===== config.mk =====
export PLATFORM = sky130hd
export DESIGN_NAME = lcsd_decoder
export DESIGN_NICKNAME = d
export VERILOG_FILES = /design/src/common/lcsd_pkg.sv /design/src/lcsd_decoder.sv /design/src/lcsd_window_match.sv /design/src/lcsd_user_pin.sv
export SDC_FILE = /design/constraint.sdc
export NUM_CORES = 1
export LEC_CHECK = 0
export ABC_AREA = 1
export BUFFER_PORTS_ARGS = -buffer_cell sky130_fd_sc_hd__buf_2
export CAP_MARGIN = 20
export CORE_MARGIN = 2
export CORE_UTILIZATION = 59
export DETAILED_ROUTE_END_ITERATION = 10
export PLACE_DENSITY = 0.82
export SYNTH_ARGS = -nofsm -noshare
export SYNTH_HDL_FRONTEND = slang
export SYNTH_SLANG_ARGS = --single-unit

===== constraint.sdc =====
create_clock -name pclk -period 2.7 [get_ports pclk]
set_input_delay 0.135 -clock pclk [delete_from_list [all_inputs] [get_ports pclk]]
set_output_delay 0.135 -clock pclk [all_outputs]
set_load 0.1 [all_outputs]

===== src/common/lcsd_pkg.sv =====
// Shared constants for the local chip select decoder.
package lcsd_pkg;

    // ----------------------------------------------------------------
    // Window geometry
    // ----------------------------------------------------------------
    localparam int unsigned WIN_W      = 28;
    localparam int unsigned NUM_WIN    = 4;
    localparam int unsigned ENABLE_BIT = 0;
    localparam int unsigned RANGE_LSB  = 1;
    localparam logic [27:0] WIN_RESET  = 28'h0000000;

    // ----------------------------------------------------------------
    // APB register map
    // ----------------------------------------------------------------
    localparam int unsigned APB_AW     = 8;
    localparam logic [7:0]  OFS_WIN0   = 8'h00;
    localparam logic [7:0]  WIN_STRIDE = 8'h04;
    localparam logic [7:0]  OFS_IOCTL  = 8'h10;
    localparam logic [7:0]  OFS_STATUS = 8'h14;

    // ----------------------------------------------------------------
    // User pin control fields
    // ----------------------------------------------------------------
    localparam int unsigned NUM_SHARED   = 2;
    localparam int unsigned FIRST_SHARED = 2;
    localparam int unsigned IOCTL_W      = 6;
    localparam int unsigned IOCTL_SEL    = 0;
    localparam int unsigned IOCTL_OE     = 2;
    localparam int unsigned IOCTL_OUT    = 4;
    localparam logic [5:0]  IOCTL_RESET  = 6'h00;

    // ----------------------------------------------------------------
    // Status fields
    // ----------------------------------------------------------------
    localparam int unsigned ST_SEL_N  = 0;
    localparam int unsigned ST_UIN    = 4;
    localparam int unsigned ST_CYCLE  = 6;
    localparam int unsigned ST_HIT    = 8;

endpackage : lcsd_pkg


===== src/lcsd_decoder.sv =====
// Local chip select decoder with APB register access.
`timescale 1ns/1ps

module lcsd_decoder #(
    parameter int unsigned LADDR_W = lcsd_pkg::WIN_W
) (
    // Clock and reset
    input  wire logic                        pclk,
    input  wire logic                        presetn,
    // APB slave
    input  wire logic                        psel,
    input  wire logic                        penable,
    input  wire logic                        pwrite,
    input  wire logic [lcsd_pkg::APB_AW-1:0] paddr,
    input  wire logic [31:0]                 pwdata,
    output logic      [31:0]                 prdata,
    output logic                             pready,
    output logic                             pslverr,
    // Local bus cycle
    input  wire logic [LADDR_W-1:0]          local_addr,
    input  wire logic                        local_addr_strobe,
    input  wire logic                        local_cycle_active,
    input  wire logic                        local_space_claimed,
    // Dedicated selects
    output logic                             device_select0_n,
    output logic                             device_select1_n,
    // Shared pin two
    input  wire logic                        user_io_two_i,
    output logic                             user_io_two_o,
    output logic                             user_io_two_oe,
    // Shared pin three
    input  wire logic                        user_io_three_i,
    output logic                             user_io_three_o,
    output logic                             user_io_three_oe
);

    localparam int unsigned NW = lcsd_pkg::NUM_WIN;
    localparam int unsigned WW = lcsd_pkg::WIN_W;

    // ----------------------------------------------------------------
    // Parameter check
    // ----------------------------------------------------------------
    if (LADDR_W != WW)
    begin : g_bad_width
        $error("Local address width must equal the window register width.");
    end

    // ----------------------------------------------------------------
    // Signals
    // ----------------------------------------------------------------
    logic [WW-1:0]                   window_reg [NW];
    logic [NW-1:0]                   win_addr_hit;
    logic [NW-1:0]                   match_now;
    logic [NW-1:0]                   hit_reg;
    logic [NW-1:0]                   select_n_reg;
    logic [NW-1:0]                   select_n_next;
    logic [lcsd_pkg::IOCTL_W-1:0]    ioctl_reg;
    logic [31:0]                     prdata_reg;
    logic [31:0]                     rdata_next;
    logic                            setup_phase;
    logic                            access_phase;
    logic                            write_taken;
    logic                            addr_mapped;
    logic                            ioctl_hit;
    logic                            status_hit;
    logic [lcsd_pkg::NUM_SHARED-1:0] user_in;
    logic [lcsd_pkg::NUM_SHARED-1:0] shared_o;
    logic [lcsd_pkg::NUM_SHARED-1:0] shared_oe;

    // ----------------------------------------------------------------
    // APB phase decode
    // ----------------------------------------------------------------
    assign setup_phase  = psel && !penable;
    assign access_phase = psel && penable;
    assign write_taken  = access_phase && pwrite && addr_mapped;
    assign ioctl_hit    = (paddr == lcsd_pkg::OFS_IOCTL);
    assign status_hit   = (paddr == lcsd_pkg::OFS_STATUS);
    assign addr_mapped  = (|win_addr_hit) || ioctl_hit || status_hit;
    assign pready       = 1'b1;
    assign pslverr      = access_phase && !addr_mapped;
    assign prdata       = prdata_reg;

    // ----------------------------------------------------------------
    // Windows and their comparators
    // ----------------------------------------------------------------
    for (genvar i = 0; i < NW; i++)
    begin : g_win
        assign win_addr_hit[i] = (paddr == 8'(lcsd_pkg::OFS_WIN0 + i * lcsd_pkg::WIN_STRIDE));

        always_ff @(posedge pclk or negedge presetn)
        begin
            if (!presetn)
            begin
                window_reg[i] <= lcsd_pkg::WIN_RESET;
            end
            else if (write_taken && win_addr_hit[i])
            begin
                window_reg[i] <= pwdata[WW-1:0];
            end
        end

        lcsd_window_match #(
            .WIDTH  (WW)
        ) u_match (
            .window (window_reg[i]),
            .addr   (local_addr),
            .hit    (match_now[i])
        );
    end

    // ----------------------------------------------------------------
    // User pin control register
    // ----------------------------------------------------------------
    always_ff @(posedge pclk or negedge presetn)
    begin
        if (!presetn)
        begin
            ioctl_reg <= lcsd_pkg::IOCTL_RESET;
        end
        else if (write_taken && ioctl_hit)
        begin
            ioctl_reg <= pwdata[lcsd_pkg::IOCTL_W-1:0];
        end
    end

    // ----------------------------------------------------------------
    // Local cycle tracking and select generation
    // ----------------------------------------------------------------
    always_comb
    begin
        if (local_addr_strobe && local_space_claimed)
        begin
            select_n_next = ~match_now;
        end
        else if (local_addr_strobe)
        begin
            select_n_next = '1;
        end
        else if (!local_cycle_active)
        begin
            select_n_next = '1;
        end
        else
        begin
            select_n_next = select_n_reg;
        end
    end

    always_ff @(posedge pclk or negedge presetn)
    begin
        if (!presetn)
        begin
            select_n_reg <= '1;
        end
        else
        begin
            select_n_reg <= select_n_next;
        end
    end

    always_ff @(posedge pclk or negedge presetn)
    begin
        if (!presetn)
        begin
            hit_reg <= '0;
        end
        else if (local_addr_strobe)
        begin
            hit_reg <= match_now & {NW{local_space_claimed}};
        end
    end

    assign device_select0_n = select_n_reg[0];
    assign device_select1_n = select_n_reg[1];

    // ----------------------------------------------------------------
    // Shared pins
    // ----------------------------------------------------------------
    assign user_in = {user_io_three_i, user_io_two_i};

    for (genvar p = 0; p < lcsd_pkg::NUM_SHARED; p++)
    begin : g_pin
        lcsd_user_pin u_pin (
            .pclk       (pclk),
            .presetn    (presetn),
            .use_select (ioctl_reg[lcsd_pkg::IOCTL_SEL + p]),
            .user_oe    (ioctl_reg[lcsd_pkg::IOCTL_OE + p]),
            .user_out   (ioctl_reg[lcsd_pkg::IOCTL_OUT + p]),
            .select_n   (select_n_next[lcsd_pkg::FIRST_SHARED + p]),
            .pin_o      (shared_o[p]),
            .pin_oe     (shared_oe[p])
        );
    end

    assign user_io_two_o    = shared_o[0];
    assign user_io_two_oe   = shared_oe[0];
    assign user_io_three_o  = shared_o[1];
    assign user_io_three_oe = shared_oe[1];

    // ----------------------------------------------------------------
    // Read data
    // ----------------------------------------------------------------
    always_comb
    begin
        rdata_next = 32'h00000000;
        for (int k = 0; k < NW; k++)
        begin
            if (win_addr_hit[k])
            begin
                rdata_next[WW-1:0] = window_reg[k];
            end
        end
        if (ioctl_hit)
        begin
            rdata_next[lcsd_pkg::IOCTL_W-1:0] = ioctl_reg;
        end
        if (status_hit)
        begin
            rdata_next[lcsd_pkg::ST_SEL_N +: NW]                 = select_n_reg;
            rdata_next[lcsd_pkg::ST_UIN +: lcsd_pkg::NUM_SHARED] = user_in;
            rdata_next[lcsd_pkg::ST_CYCLE]                       = local_cycle_active;
            rdata_next[lcsd_pkg::ST_HIT +: NW]                   = hit_reg;
        end
    end

    always_ff @(posedge pclk or negedge presetn)
    begin
        if (!presetn)
        begin
            prdata_reg <= 32'h00000000;
        end
        else if (setup_phase && !pwrite)
        begin
            prdata_reg <= rdata_next;
        end
    end

endmodule : lcsd_decoder


===== src/lcsd_window_match.sv =====
// Address comparison for one select window.
`timescale 1ns/1ps

module lcsd_window_match #(
    parameter int unsigned WIDTH = 28
) (
    // Window and address
    input  wire logic [WIDTH-1:0] window,
    input  wire logic [WIDTH-1:0] addr,
    // Result
    output logic                  hit
);

    logic [WIDTH-1:0] range_field;
    logic [WIDTH-1:0] range_bit;
    logic [WIDTH-1:0] base_mask;

    // ----------------------------------------------------------------
    // Match
    // ----------------------------------------------------------------
    always_comb
    begin
        range_field = window & ~(WIDTH'(1) << lcsd_pkg::ENABLE_BIT);
        range_bit   = range_field & (~range_field + WIDTH'(1));
        base_mask   = ~(range_bit | (range_bit - WIDTH'(1)));
        hit         = window[lcsd_pkg::ENABLE_BIT]
                      && (((addr ^ window) & base_mask) == '0);
    end

endmodule : lcsd_window_match


===== src/lcsd_user_pin.sv =====
// One pin shared between a select output and a user I/O.
`timescale 1ns/1ps

module lcsd_user_pin (
    // Clock and reset
    input  wire logic pclk,
    input  wire logic presetn,
    // Configuration
    input  wire logic use_select,
    input  wire logic user_oe,
    input  wire logic user_out,
    // Select source
    input  wire logic select_n,
    // Pin
    output logic      pin_o,
    output logic      pin_oe
);

    // ----------------------------------------------------------------
    // Pin drive
    // ----------------------------------------------------------------
    always_ff @(posedge pclk or negedge presetn)
    begin
        if (!presetn)
        begin
            pin_o  <= 1'b1;
            pin_oe <= 1'b0;
        end
        else if (use_select)
        begin
            pin_o  <= select_n;
            pin_oe <= 1'b1;
        end
        else
        begin
            pin_o  <= user_out;
            pin_oe <= user_oe;
        end
    end

endmodule : lcsd_user_pin


# [Word-level counts from Yosys, hierarchy flattened]
# Index checks and enable logic that the tools add are counted.
[word_totals] ff_bits=158 in_bits=78 out_inout_bits=40 word_cells=94
[op_classes] addsub=8 eq_ne=6 muxes=14 bitwise_logic=26 n_reduce_logical=27
[ops] op="28-bit AND" n=8
[ops] op="28-bit NOT" n=8
[ops] op="28-bit by 1-bit adder with 28-bit output, second input constant" n=4
[ops] op="28-bit zero test" n=4
[ops] op="28-bit 2-to-1 mux" n=4
[ops] op="28-bit bitwise OR" n=4
[ops] op="28-bit by 1-bit subtractor with 28-bit output, second input constant" n=4
[ops] op="28-bit XOR" n=4
[ops] op="8-bit by 4-bit == test with 1-bit output, second input constant" n=2
[ops] op="8-bit by 5-bit == test with 1-bit output, second input constant" n=2
[ops] op="1-bit logical AND" n=16
[ops] op="4-bit 2-to-1 mux" n=4
[ops] op="8-bit by 3-bit == test with 1-bit output, second input constant" n=1
[ops] op="8-bit zero test" n=1
[ops] op="7-bit 2-to-1 mux" n=1
[ops] op="6-bit 2-to-1 mux" n=1
[ops] op="4-bit AND" n=1
[ops] op="1-bit 2-to-1 mux" n=4
[ops] op="4-bit NOT" n=1
[ops] op="4-bit OR reduction" n=1
[ops] op="1-bit zero test" n=3
[ops] op="3-bit by 2-bit != test with 1-bit output, second input constant" n=1
[ops] op="1-bit logical OR" n=2

# [Longest topological paths before layout]
# Gate-level depths: netlist of run 1.
[logic_depth] ltp_word=12 depth_mapped=14 mapped_depth_nobuf=14

# [Modules after synthesis]
# A second synthesis of run 1 with hierarchy kept.
[unflattened] cells_unflattened=1507 area_unflattened_um2=10531.4
[modules_own_cells] module="lcsd_decoder" n_inst=1 cells_each=809 area_per_inst_um2=6877.8 seq_area_each_um2=3858.7
[modules_own_cells] module="lcsd_window_match" n_inst=4 cells_each=171 area_per_inst_um2=877.1 seq_area_each_um2=0.0
[modules_own_cells] module="lcsd_user_pin" n_inst=2 cells_each=7 area_per_inst_um2=72.6 seq_area_each_um2=51.3

# [Least setup slack after synthesis of run 1]
# Ideal clock, no wire load.
[synth_timing] kind="input port to output port" startpoint="input paddr[3] in the netlist's numbering" endpoint="output pslverr" arrival_ps=1934 t_required_ps=2565 setup_slack_ps=631 stages=6 n_path_buf=0 path_cell_list="inv_1 > nand3_1 > nor2_2 > nor3_2 > nand3_2 > nor2_1"
[synth_via] elab_chain_cells=6 word_cells_on_any_way=11 cone_classes="5 x eq/ne; 6 x reduce/logical"
[synth_lines] element="from (decl)" line_no="lcsd_decoder.sv:14" source="input wire logic [lcsd_pkg::APB_AW-1:0] paddr,"
[synth_lines] element="8-bit by 3-bit == test with 1-bit output (tied with other cells)" line_no="lcsd_decoder.sv:88" source="assign win_addr_hit[i] = (paddr == 8'(lcsd_pkg::OFS_WIN0 + i * lcsd_pkg::WIN_STRIDE));"
[synth_lines] element="4-bit OR reduction" line_no="lcsd_decoder.sv:78" source="assign addr_mapped = (|win_addr_hit) || ioctl_hit || status_hit;"
[synth_lines] element="1-bit logical OR" line_no="lcsd_decoder.sv:78"
[synth_lines] element="1-bit logical OR (*)" line_no="lcsd_decoder.sv:78"
[synth_lines] element="1-bit zero test (*)" line_no="lcsd_decoder.sv:80" source="assign pslverr = access_phase && !addr_mapped;"
[synth_lines] element="1-bit logical AND (*)" line_no="lcsd_decoder.sv:80"
[synth_lines] element="to (decl)" line_no="lcsd_decoder.sv:18" source="output logic pslverr,"
# Mark *: on every way between the ends. The rest lies on a longest branch, timed or not.

# [Worst setup path after layout of run 1]
[layout_timing] startpoint="register window_reg[4] in the netlist's numbering" endpoint="register g_pin[1].u_pin.pin_o"
[layout_via] elab_chain_cells=12 word_cells_on_any_way=13 cone_classes="2 x add/sub; 2 x mux; 7 x bitwise; 2 x reduce/logical"
[layout_lines] element="from (decl)" line_no="lcsd_decoder.sv:51" source="logic [WW-1:0] window_reg [NW];"
[layout_lines] element="from (signal, indexed assignment)" line_no="lcsd_decoder.sv:94" source="window_reg[i] <= lcsd_pkg::WIN_RESET;"
[layout_lines] element="from (signal, indexed assignment)" line_no="lcsd_decoder.sv:98" source="window_reg[i] <= pwdata[WW-1:0];"
[layout_lines] element="28-bit NOT" line_no="lcsd_window_match.sv:24" source="range_bit = range_field & (~range_field + WIDTH'(1));"
[layout_lines] element="28-bit by 1-bit adder with 28-bit output" line_no="lcsd_window_match.sv:24"
[layout_lines] element="28-bit AND" line_no="lcsd_window_match.sv:24"
[layout_lines] element="28-bit by 1-bit subtractor with 28-bit output" line_no="lcsd_window_match.sv:25" source="base_mask = ~(range_bit | (range_bit - WIDTH'(1)));"
[layout_lines] element="28-bit bitwise OR" line_no="lcsd_window_match.sv:25"
[layout_lines] element="28-bit NOT" line_no="lcsd_window_match.sv:25"
[layout_lines] element="28-bit AND (*)" line_no="lcsd_window_match.sv:27" source="&& (((addr ^ window) & base_mask) == '0);"
[layout_lines] element="28-bit zero test (*)" line_no="lcsd_window_match.sv:27"
[layout_lines] element="1-bit logical AND (*)" line_no="lcsd_window_match.sv:27"
[layout_lines] element="4-bit NOT (*)" line_no="lcsd_decoder.sv:133" source="select_n_next = ~match_now;"
[layout_lines] element="4-bit 2-to-1 mux (*)" line_no="lcsd_decoder.sv:131" source="if (local_addr_strobe && local_space_claimed)"
[layout_lines] element="named net g_pin[1].u_pin.select_n" line_no="lcsd_user_pin.sv:13" source="input wire logic select_n,"
[layout_lines] element="1-bit 2-to-1 mux (*)" line_no="lcsd_user_pin.sv:29" source="else if (use_select)"
[layout_lines] element="to (signal assigned)" line_no="lcsd_user_pin.sv:31" source="pin_o <= select_n;"
[layout_lines] element="to (signal assigned)" line_no="lcsd_user_pin.sv:36" source="pin_o <= user_out;"
[layout_lines] element="to (decl)" line_no="lcsd_user_pin.sv:15" source="output logic pin_o,"
# The timed path passes the listed nets; every way through them passes the cells marked *.
# A chain may end at the register's enable or synchronous reset.

==> impl_metrics.env, run 1 <==
export IMPL_largest_reg_flops=112
export IMPL_ctsResizeCount=0
export IMPL_worstPathArrival_ps=2800
export IMPL_grt_ovfl_total=0
export IMPL_cts_hold_repair_buffers=26
export IMPL_synth_seq_cells=158
export IMPL_irDropWorstVdd_v=0.000427
export IMPL_syn_to_final_growth_pct=15.5
export IMPL_core_area_um2=17100
export IMPL_synthArstFlopShare_pct=100
export IMPL_min_path_cells=3
export IMPL_drt_first_pass_iters=7
export IMPL_setup_violations_final=0
export IMPL_synth_cells=1450
export IMPL_synth_main_ff_cell="dfrtp_1"
export IMPL_syn_cell_area_um2=10200
export IMPL_drtIter0Drc=1342
export IMPL_rr_worst_depth=14
export IMPL_fin_crit_sh_pct=89.7
export IMPL_hold_viol=1
export IMPL_status="complete, but fails checks"
export IMPL_start_kind="flip-flop"
export IMPL_drive_gt1_share_pct=13.7
export IMPL_clk_path_buf_depth=2
export IMPL_period_minus_slack_ps=2420
export IMPL_place_congestion=1.04
export IMPL_yosys_warnings=0
export IMPL_initial_core_util_pct=59.8
export IMPL_gr_usage_met1_pct=54.2
export IMPL_h_tree_depth=4
export IMPL_clkSlewWorstSetupHoldPaths_ps=70
export IMPL_worstSetupPathType="flip-flop to flip-flop"
export IMPL_grt_total_usage_pct=39.5
export IMPL_finalMaxSlewViolations=0
export IMPL_wirelength_um=35700
export IMPL_fin_worst_skew_ps=13.9
export IMPL_crit_path_end_kind="flip-flop"
export IMPL_pin_count=118
export IMPL_cts_setup_buffers=0
export IMPL_critical_path_most_common_cell="nand2_1"
export IMPL_die_height_um=136
export IMPL_tritoncts="done"
export IMPL_rsz0062_at_grt="false"
export IMPL_num_rows=48
export IMPL_hold_path_class="input pin to flip-flop"
export IMPL_maxCapViolCount=0
export IMPL_synth_edff_count=0
export IMPL_root_buffer="clkbuf_16"
export IMPL_power_uw=5540
export IMPL_viasPerCell=5.76
export IMPL_hpwlAfterDp_um=28300
export IMPL_clock_latency_ps=440
export IMPL_crit_slowest_cell="dfrtp_1"
export IMPL_grt_max_degree=67
export IMPL_place_ws_ps=359
export IMPL_grt_pass1_wl_um=53900
export IMPL_drtAntennaViolNets=0
export IMPL_grt_pass1_vias=9692
export IMPL_hold_slack_ps=-0.640
export IMPL_setup_ws_ps=279
export IMPL_via_count=10476
export IMPL_cp_slowest_stage_delay_ps=440
export IMPL_violations="negative hold slack"
export IMPL_cts_buffers=17
export IMPL_use_met2_pct=62.0
export IMPL_antenna_found_initial=1
export IMPL_avgSynthCellArea_um2=7.06
export IMPL_worstMarginPinSlew_ps=642
export IMPL_slew_headroom_pct=57.2
export IMPL_cts_sinks=158
export IMPL_fin_setup_tns_ps=0
export IMPL_io_buffer_count=106
export IMPL_drc_errors=0
export IMPL_top_usage_layer="met2"
export IMPL_p_per_area_nw_per_um2=468
export IMPL_seq_area_frac_synth_pct=38.7
export IMPL_wl_per_cell_um=19.6
export IMPL_required_ps=3070
export IMPL_synth_distinct_cells=41
export IMPL_fin_nets=1658
export IMPL_max_freq_mhz=413
export IMPL_chipWidth_um=136
export IMPL_worstPathMaxFanout=5
export IMPL_leakage_uw=0.00609
export IMPL_gr_usage_met3_pct=10.1
export IMPL_path_cells="nor2_1 -> nand2_1 -> nor2_1 -> nand3_1 -> nand2_1 -> nand2_1 -> nor2_1 -> nand2_1 -> nor2_1 -> nand3_1 -> nand2_1 -> nand2_1 -> nand2_1 -> nand2_1"
export IMPL_die_area_um2=18400
-- critical path, delay by kind of cell, from the launching register on --
family        cells  cell delay (ps)
simple gates     14             1930
flops             1              440
-- kinds of logic after synthesis --
logic type | share of synthesized area (%)
XOR/XNOR | 7.78
other | 0.0733
buffers and inverters | 8.97
flip-flops | 38.7
AND/OR/NAND/NOR | 30.3
AO/OA/AOI/OAI | 14.2
-- per-layer routing --
metal | wire, um | up-vias
met5 | 0 | -
met3 | 4090 | 72
met4 | 969 | 0
met1 | 14600 | 4850
li1 | - | 4956
met2 | 16000 | 598
-- area by class of cell --
class | instances | area [um2]
clock inverter | 15 | 173
inverter | 169 | 634
sequential | 158 | 3960
timing repair buffer | 151 | 965
tap | 225 | 282
clock buffer | 17 | 425
fill | 1482 | 5280
multi-input combinational | 1083 | 5390
antenna | 1 | 2.50
-- cell usage in the layout, fill, tap and decap left out, types with 4 or more instances in the layout --
cell type and n:
o211ai_1 4, o21ai_2 20, a221oi_1 4, inv_1 160, buf_4 17, nand4_1 27
o21a_1 13, o21ai_0 90, clkbuf_16 17, nor2_2 7, nor3_1 16, and3_1 4
conb_1 5, nor3_2 4, dlygate4sd3_1 26, dfstp_2 6, o221ai_1 20, o22ai_1 4
o21ai_1 54, inv_6 7, xnor2_1 12, a21oi_1 33, nor2_1 171, buf_2 105
nand3_1 82, xor2_1 79, inv_2 8, nor2_4 5, nand2_1 407, or2_2 5
dfrtp_1 152
-- synth_stat cells, types with 9 or more instances --
cell,number,area [um2]
inv_1,160,601
buf_4,16,120
o21ai_2,20,175
o21ai_1,54,270
nor2_1,171,642
dfrtp_1,152,3800
nor2_2,9,56.3
o221ai_1,20,175
nand3_1,83,415
xnor2_1,12,105
nor3_1,16,80.1
nand4_1,27,169
nand2_1,408,1530
xor2_1,79,692
a21oi_1,33,165
o21ai_0,90,450
clkbuf_1,11,41.3
o21a_1,13,97.6
-- through the flow --
step / hold WS, ps / util (%) / instance area (um2) / std cells
finish: -0.640 / 69.1 / 11800 / 1819
global route: 8.69 / 69.1 / 11800 / 1818
CTS: 0.714 / 69.1 / 11800 / 1818
detailed placement: 173 / 64.1 / 11000 / 1760
global placement: 168 / 64.1 / 11000 / 1760
floorplan: -161 / - / 10300 / 1453
-- report_power, final --
part,internal [uW],switching (uW)
Clock,1400,1120
Combinational,157,462
Sequential,2390,11.4
Total,3940,1600
-- worst paths after layout --
path	startpoint	endpoint	slack, ps
setup / recovery	window_reg[4]	g_pin[1].u_pin.pin_o	280
setup reg to reg	window_reg[4]	g_pin[1].u_pin.pin_o	280
min in group asynchronous	presetn	window_reg[87]	260
hold / removal	local_space_claimed	hit_reg[3]	-0.6
max in group asynchronous	presetn	select_n_reg[0]	1560
hold reg to reg	ioctl_reg[2]	g_pin[0].u_pin.pin_oe	470
No activity file was read; power rests on OpenSTA's default activity.
==> inputs of run 2 (changes only) <==
- SYNTH_HIERARCHICAL: default -> 1
==> run 2 against run 1 <==
The flow now finishes without violations; register-to-register slack worse by 110 ps; final cell count is 2.3% higher; combinational power decreased by 15%; count of clock-buffer cells in the layout up 1; area after synthesis increased by 2.8%; sequential cell count unchanged; critical path type unchanged; largest cell class unchanged; highest routed layer is now met5.
==> impl_metrics.env, run 2 <==
export IMPL_status="finished clean"
export IMPL_grt_pass1_wl_um=55000
export IMPL_crit_slowest_cell="dfrtp_1"
export IMPL_root_buffer="clkbuf_16"
export IMPL_yosys_warnings=6
export IMPL_irDropWorstVdd_v=0.000441
export IMPL_cts_buffers=17
export IMPL_path_cells="nor2_1 -> nand3_1 -> nor4_1 -> nand3_1 -> nand2_1 -> o21ai_0 -> inv_1 -> nand3_1 -> nor2_1 -> inv_1 -> o22ai_1 -> inv_1 -> nand2_1 -> nand2_1"
export IMPL_initial_core_util_pct=60.7
export IMPL_avgSynthCellArea_um2=6.99
export IMPL_setup_ws_ps=173
export IMPL_worstMarginPinSlew_ps=875
export IMPL_clk_path_buf_depth=2
export IMPL_synth_area_leader_cell="dfrtp_1"
export IMPL_maxCapViolCount=0
export IMPL_worstPathArrival_ps=2900
export IMPL_tritoncts="done"
export IMPL_synth_most_common_cell="nand2_1"
export IMPL_p_per_area_nw_per_um2=446
export IMPL_viasPerCell=5.85
export IMPL_crit_start="window_reg[19]"
export IMPL_cts_sinks=158
export IMPL_grt_pass1_vias=10059
export IMPL_rr_worst_depth=14
export IMPL_cp_slowest_stage_delay_ps=510
export IMPL_hpwlAfterDp_um=27900
export IMPL_cts_setup_buffers=0
export IMPL_final_cell_mix="446 x nand2_1, 194 x inv_1, 152 x dfrtp_1"
export IMPL_num_antenna_cells=0
export IMPL_synth_top_area_share_pct=36.1
export IMPL_core_area_um2=17400
export IMPL_drc_errors=0
export IMPL_synth_main_ff_cell="dfrtp_1"
export IMPL_required_ps=3070
export IMPL_drtIter0Drc=1352
export IMPL_drtAntennaViolNets=0
export IMPL_via_count=10882
export IMPL_min_path_cells=3
export IMPL_syn_to_final_growth_pct=13.8
export IMPL_fin_nets=1700
export IMPL_synthArstFlopShare_pct=100
export IMPL_placed_cell_area_um2=11300
export IMPL_r2r_start="window_reg[19]"
export IMPL_syn_cell_area_um2=10500
export IMPL_place_ws_ps=260
export IMPL_grt_ovfl_total=0
export IMPL_synth_area_leaders="dfrtp_1 36%, nand2_1 16%, inv_1 6.9%, xor2_1 6.0%, nand3_1 4.7%"
export IMPL_place_congestion=1.04
export IMPL_synth_cells=1507
export IMPL_hold_slack_ps=3.84
export IMPL_critical_path_top_delay_family="simple AND/OR/NAND/NOR gates"
export IMPL_fin_crit_sh_pct=93.6
export IMPL_io_buffer_count=106
export IMPL_pin_count=118
export IMPL_synth_seq_cells=158
export IMPL_synth_distinct_cells=35
export IMPL_layout_commonest_cell="nand2_1"
export IMPL_chipWidth_um=138
export IMPL_wl_per_cell_um=19.8
export IMPL_die_area_um2=18900
export IMPL_worstSetupPathType="flip-flop to flip-flop"
export IMPL_leakage_uw=0.00668
export IMPL_hold_path_class="input pin to flip-flop"
export IMPL_fin_setup_tns_ps=0
export IMPL_period_minus_slack_ps=2530
export IMPL_die_height_um=138
export IMPL_wirelength_um=36700
export IMPL_worstPathMaxFanout=6
export IMPL_max_freq_mhz=396
export IMPL_r2r_slack_ps=170
export IMPL_grt_total_usage_pct=39.5
export IMPL_holdPathEnd="window_reg[90]"
export IMPL_hold_viol=0
export IMPL_synth_edff_count=0
export IMPL_clock_latency_ps=440
export IMPL_rsz0062_at_grt="false"
export IMPL_crit_path_end_kind="flip-flop"
export IMPL_setup_violations_final=0
export IMPL_grt_max_degree=159
export IMPL_clkSlewWorstSetupHoldPaths_ps=70
export IMPL_num_rows=48
export IMPL_seq_area_frac_synth_pct=37.6
export IMPL_path_buf_inv=3
export IMPL_timing_rr_end="g_pin[1].u_pin/pin_o"
export IMPL_slew_headroom_pct=41.7
export IMPL_final_cell_area_um2=12000
export IMPL_drt_first_pass_iters=6
export IMPL_ys_top_cells_by_count="446 x nand2_1, 194 x inv_1, 152 x dfrtp_1, 121 x nor2_1, 98 x nand3_1"
export IMPL_start_kind="flip-flop"
export IMPL_hp_start="pwdata[6]"
export IMPL_h_tree_depth=4
export IMPL_finalMaxSlewViolations=0
export IMPL_largest_reg_flops=112
export IMPL_drive_gt1_share_pct=15.2
export IMPL_antenna_found_initial=1
export IMPL_fin_worst_skew_ps=11.2
==> run 2: cells by family (layout without fill, tap and decap cells) <==
group | after synthesis | in the layout | share of synthesized area, %
AO/OA/AOI/OAI | 200 | 200 | 10.7
other | 2 | 5 | 0.0713
buffers and inverters | 250 | 375 | 9.90
AND/OR/NAND/NOR | 813 | 813 | 34.7
XOR/XNOR | 84 | 84 | 6.99
flip-flops | 158 | 158 | 37.6
==> run 2: worst reg2reg max path, delay by kind of cell, from the launching register on <==
kind | cells | cell delay, ps
buf+inv | 3 | 250
simple gates | 9 | 1440
compound gates | 2 | 280
flops | 1 | 510
==> run 2: worst max-delay path by stage <==
stage,to,slack (ps),cells past startpoint
final,g_pin[1].u_pin/pin_o,170,14
after global routing,g_pin[1].u_pin/pin_o,60,14
after CTS,g_pin[0].u_pin/pin_o,180,12
after detailed placement,g_pin[0].u_pin/pin_o,260,12
after global placement,select_n_reg[1],260,12
after floorplan,pslverr,750,4
==> run 2: repair_timing <==
action                                  4_1_cts  5_1_grt
hold buffers                                  8        0
gates resized for setup                       0        1
hold endpoints to repair                    163        0
endpoints found under the setup margin        0        1
==> run 2: area by class of cell <==
| class | count | area, um2 |
|---|---|---|
| inverter | 201 | 754 |
| clock inverter | 14 | 145 |
| timing repair buffer | 142 | 840 |
| fill | 1482 | 5370 |
| tap | 225 | 282 |
| clock buffer | 18 | 439 |
| sequential | 158 | 3960 |
| multi-input combinational | 1102 | 5570 |
==> run 2: power by group <==
part / internal, uW / switching (uW) / leakage (uW)
Clock: 1330 / 1100 / 0.000289
Combinational: 128 / 395 / 0.00421
Sequential: 2380 / 8.49 / 0.00218
==> run 2: through the flow <==
| step | utilization (%) | instances | power [uW] |
|---|---|---|---|
| after global placement | 65.2 | 1820 | 2930 |
| after floorplan | - | 1510 | 2730 |
| after global routing | 69.1 | 1860 | 5500 |
| after detailed placement | 65.2 | 1820 | 2940 |
| after CTS | 69.0 | 1860 | 5350 |
| final | 69.1 | 1860 | 5350 |
==> run 2: layer usage <==
metal,GRT usage [%],share of wire (%),vias up,wire (um)
met5,0,0.035,-,13
met4,16.7,3.8,2,1400
met3,9.97,11,114,4150
met2,60.0,44,665,16000
met1,53.6,41,5042,15100
li1,-,-,5059,-
==> inputs of run 3 (changes only) <==
- ABC_CLOCK_PERIOD_IN_PS: default -> 2700
- CORE_UTILIZATION: 59 -> 50
- PLACE_DENSITY: 0.82 -> 0.72
==> run 3 against run 2 <==
Largest cell class unchanged; register-to-register slack improved by 120 ps; maximum frequency rose by 4.9%; sequential share of layout area fell by 0.062 points; total power barely moved; die area rose by 17%; final cell count rose by 2.4%; setup slack improved by 120 ps; sequential power barely moved; global-route usage fell by 6.1 points; via count fell by 2.2%; hold slack improved by 20 ps; core utilization fell by 11 points.
==> impl_metrics.env, run 3 (synthesis gave the netlist of run 2 again) <==
export IMPL_dp_cells=1869
export IMPL_fin_nets=1694
export IMPL_gr_usage_met1_pct=47.5
export IMPL_fillCellCount=2102
export IMPL_slew_headroom_pct=53.7
export IMPL_fin_setup_tns_ps=0
export IMPL_final_cell_mix="446 x nand2_1, 194 x inv_1, 152 x dfrtp_1"
export IMPL_antenna_found_initial=0
export IMPL_multi_input_area_um2=5560
export IMPL_hold_path_class="input pin to flip-flop"
export IMPL_drtAntennaViolNets=0
export IMPL_place_congestion=1.01
export IMPL_grt_pass1_vias=9799
export IMPL_crit_slowest_cell="nor4_1"
export IMPL_grt_total_usage_pct=33.4
export IMPL_via_count=10642
export IMPL_die_height_um=149
export IMPL_required_ps=3050
export IMPL_cts_sinks=158
export IMPL_fin_crit_sh_pct=89.2
export IMPL_cp_slowest_stage_delay_ps=490
export IMPL_hpwlAfterDp_um=28400
export IMPL_syn_to_final_growth_pct=14.1
export IMPL_worstPathMaxFanout=5
export IMPL_period_minus_slack_ps=2410
export IMPL_top_usage_layer="met2"
export IMPL_status="finished clean"
export IMPL_fin_worst_skew_ps=11.1
export IMPL_num_rows=53
export IMPL_drive_gt1_share_pct=15.0
export IMPL_ctsResizeCount=0
export IMPL_clk_path_buf_depth=2
export IMPL_chipWidth_um=149
export IMPL_num_antenna_cells=0
export IMPL_worstPathArrival_ps=2760
export IMPL_cts_setup_buffers=0
export IMPL_h_tree_depth=4
export IMPL_wl_per_cell_um=19.0
export IMPL_fin_cells=1904
export IMPL_die_area_um2=22200
export IMPL_pin_count=118
export IMPL_layout_commonest_cell="nand2_1"
export IMPL_clock_latency_ps=430
export IMPL_grt_ovfl_total=0
export IMPL_crit_path_end_kind="flip-flop"
export IMPL_drc_errors=0
export IMPL_path_cells="or2_1 -> nor4_1 -> nand4_1 -> a21oi_1 -> nand3_1 -> nor2_1 -> buf_4 -> inv_1 -> o22ai_1 -> inv_1"
export IMPL_grt_max_degree=68
export IMPL_clkSlewWorstSetupHoldPaths_ps=70
export IMPL_root_buffer="clkbuf_16"
export IMPL_worstSetupPathType="flip-flop to flip-flop"
export IMPL_setup_violations_final=0
export IMPL_drt_first_pass_iters=7
export IMPL_critical_path_most_common_cell="inv_1"
export IMPL_cts_buffers=17
export IMPL_start_kind="flip-flop"
export IMPL_drtIter0Drc=1159
export IMPL_largest_reg_flops=112
export IMPL_hold_viol=0
export IMPL_irDropWorstVdd_v=0.000392
export IMPL_finalMaxSlewViolations=0
export IMPL_p_per_area_nw_per_um2=445
export IMPL_wirelength_um=36200
export IMPL_maxCapViolCount=0
export IMPL_core_area_um2=20800
export IMPL_leakage_uw=0.00664
export IMPL_tritoncts="done"
export IMPL_viasPerCell=5.59
export IMPL_rsz0062_at_grt="false"
export IMPL_grt_pass1_wl_um=55700
export IMPL_gr_usage_met3_pct=7.00
export IMPL_initial_core_util_pct=50.6
export IMPL_max_freq_mhz=415
export IMPL_power_uw=5350
export IMPL_final_seq_area_um2=3960
export IMPL_use_met2_pct=50.9
export IMPL_io_buffer_count=106
export IMPL_worstMarginPinSlew_ps=694
[run 3: cell count changes in the layout (fill, tap and decap cells not counted), sizes merged]
cell / previous run / this run
clkinv: 5 / 3
inv: 208 / 202
buf: 134 / 133
bufinv: 1 / 2
dlygate4sd3: 8 / 3
clkinvlp: 1 / 6
clkbuf: 18 / 20
[run 3: critical path: cells and delay by family (launching register included)]
family / cells / cell delay (ps)
buf+inv: 3 / 280
compound gates: 2 / 350
simple gates: 5 / 1270
flops: 1 / 430
[run 3: path summary, 6_finish.rpt]
| check | startpoint | end | slack (ps) | depth (start not counted) |
|---|---|---|---|---|
| max | window_reg[100] | select_n_reg[0] | 290 | 10 |
| min | pwdata[22] | window_reg[22] | 20 | 3 |
| max reg2reg | window_reg[100] | select_n_reg[0] | 290 | 10 |
| min reg2reg | prdata[25] | prdata[25] | 470 | 2 |
| max in group asynchronous | presetn | window_reg[17] | 1720 | 3 |
| min in group asynchronous | presetn | window_reg[90] | 200 | 2 |
[run 3: report_power, final]
group          switching, uW  internal (uW)  total, uW  leakage, uW
Sequential              6.35           2380       2390      0.00218
Combinational            405            125        530      0.00420
Clock                   1040           1390       2430     0.000265
[run 3: timing repair]
item                                    CTS  global route
hold endpoints to repair                 48             0
hold buffers                              3             0
endpoints found under the setup margin    0             0
[run 3: layer usage]
| metal | share of wire [%] | vias up |
|---|---|---|
| met5 | 0 | - |
| met4 | 2.9 | 0 |
| met3 | 9.4 | 74 |
| met2 | 44 | 546 |
| met1 | 43 | 4966 |
| li1 | - | 5056 |
[run 3: layout make-up]
class | instances | share of cell area, %
inverters | 201 | 6.28
well taps | 275 | 2.86
clock buffers | 20 | 3.72
flip-flops and latches | 158 | 33.0
repair buffers | 136 | 6.72
multi-input cells | 1102 | 46.3
clock inverters | 12 | 1.14
[run 3: metrics by stage]
stage	setup slack, ps	hold WS [ps]	utilization, %	cell area [um2]
after global placement	367	96.1	54.7	11400
after CTS	348	15.3	57.7	12000
final	292	24.0	57.7	12000
after floorplan	754	-161	-	10500
after global routing	159	28.2	57.7	12000
after detailed placement	370	98.0	54.7	11400
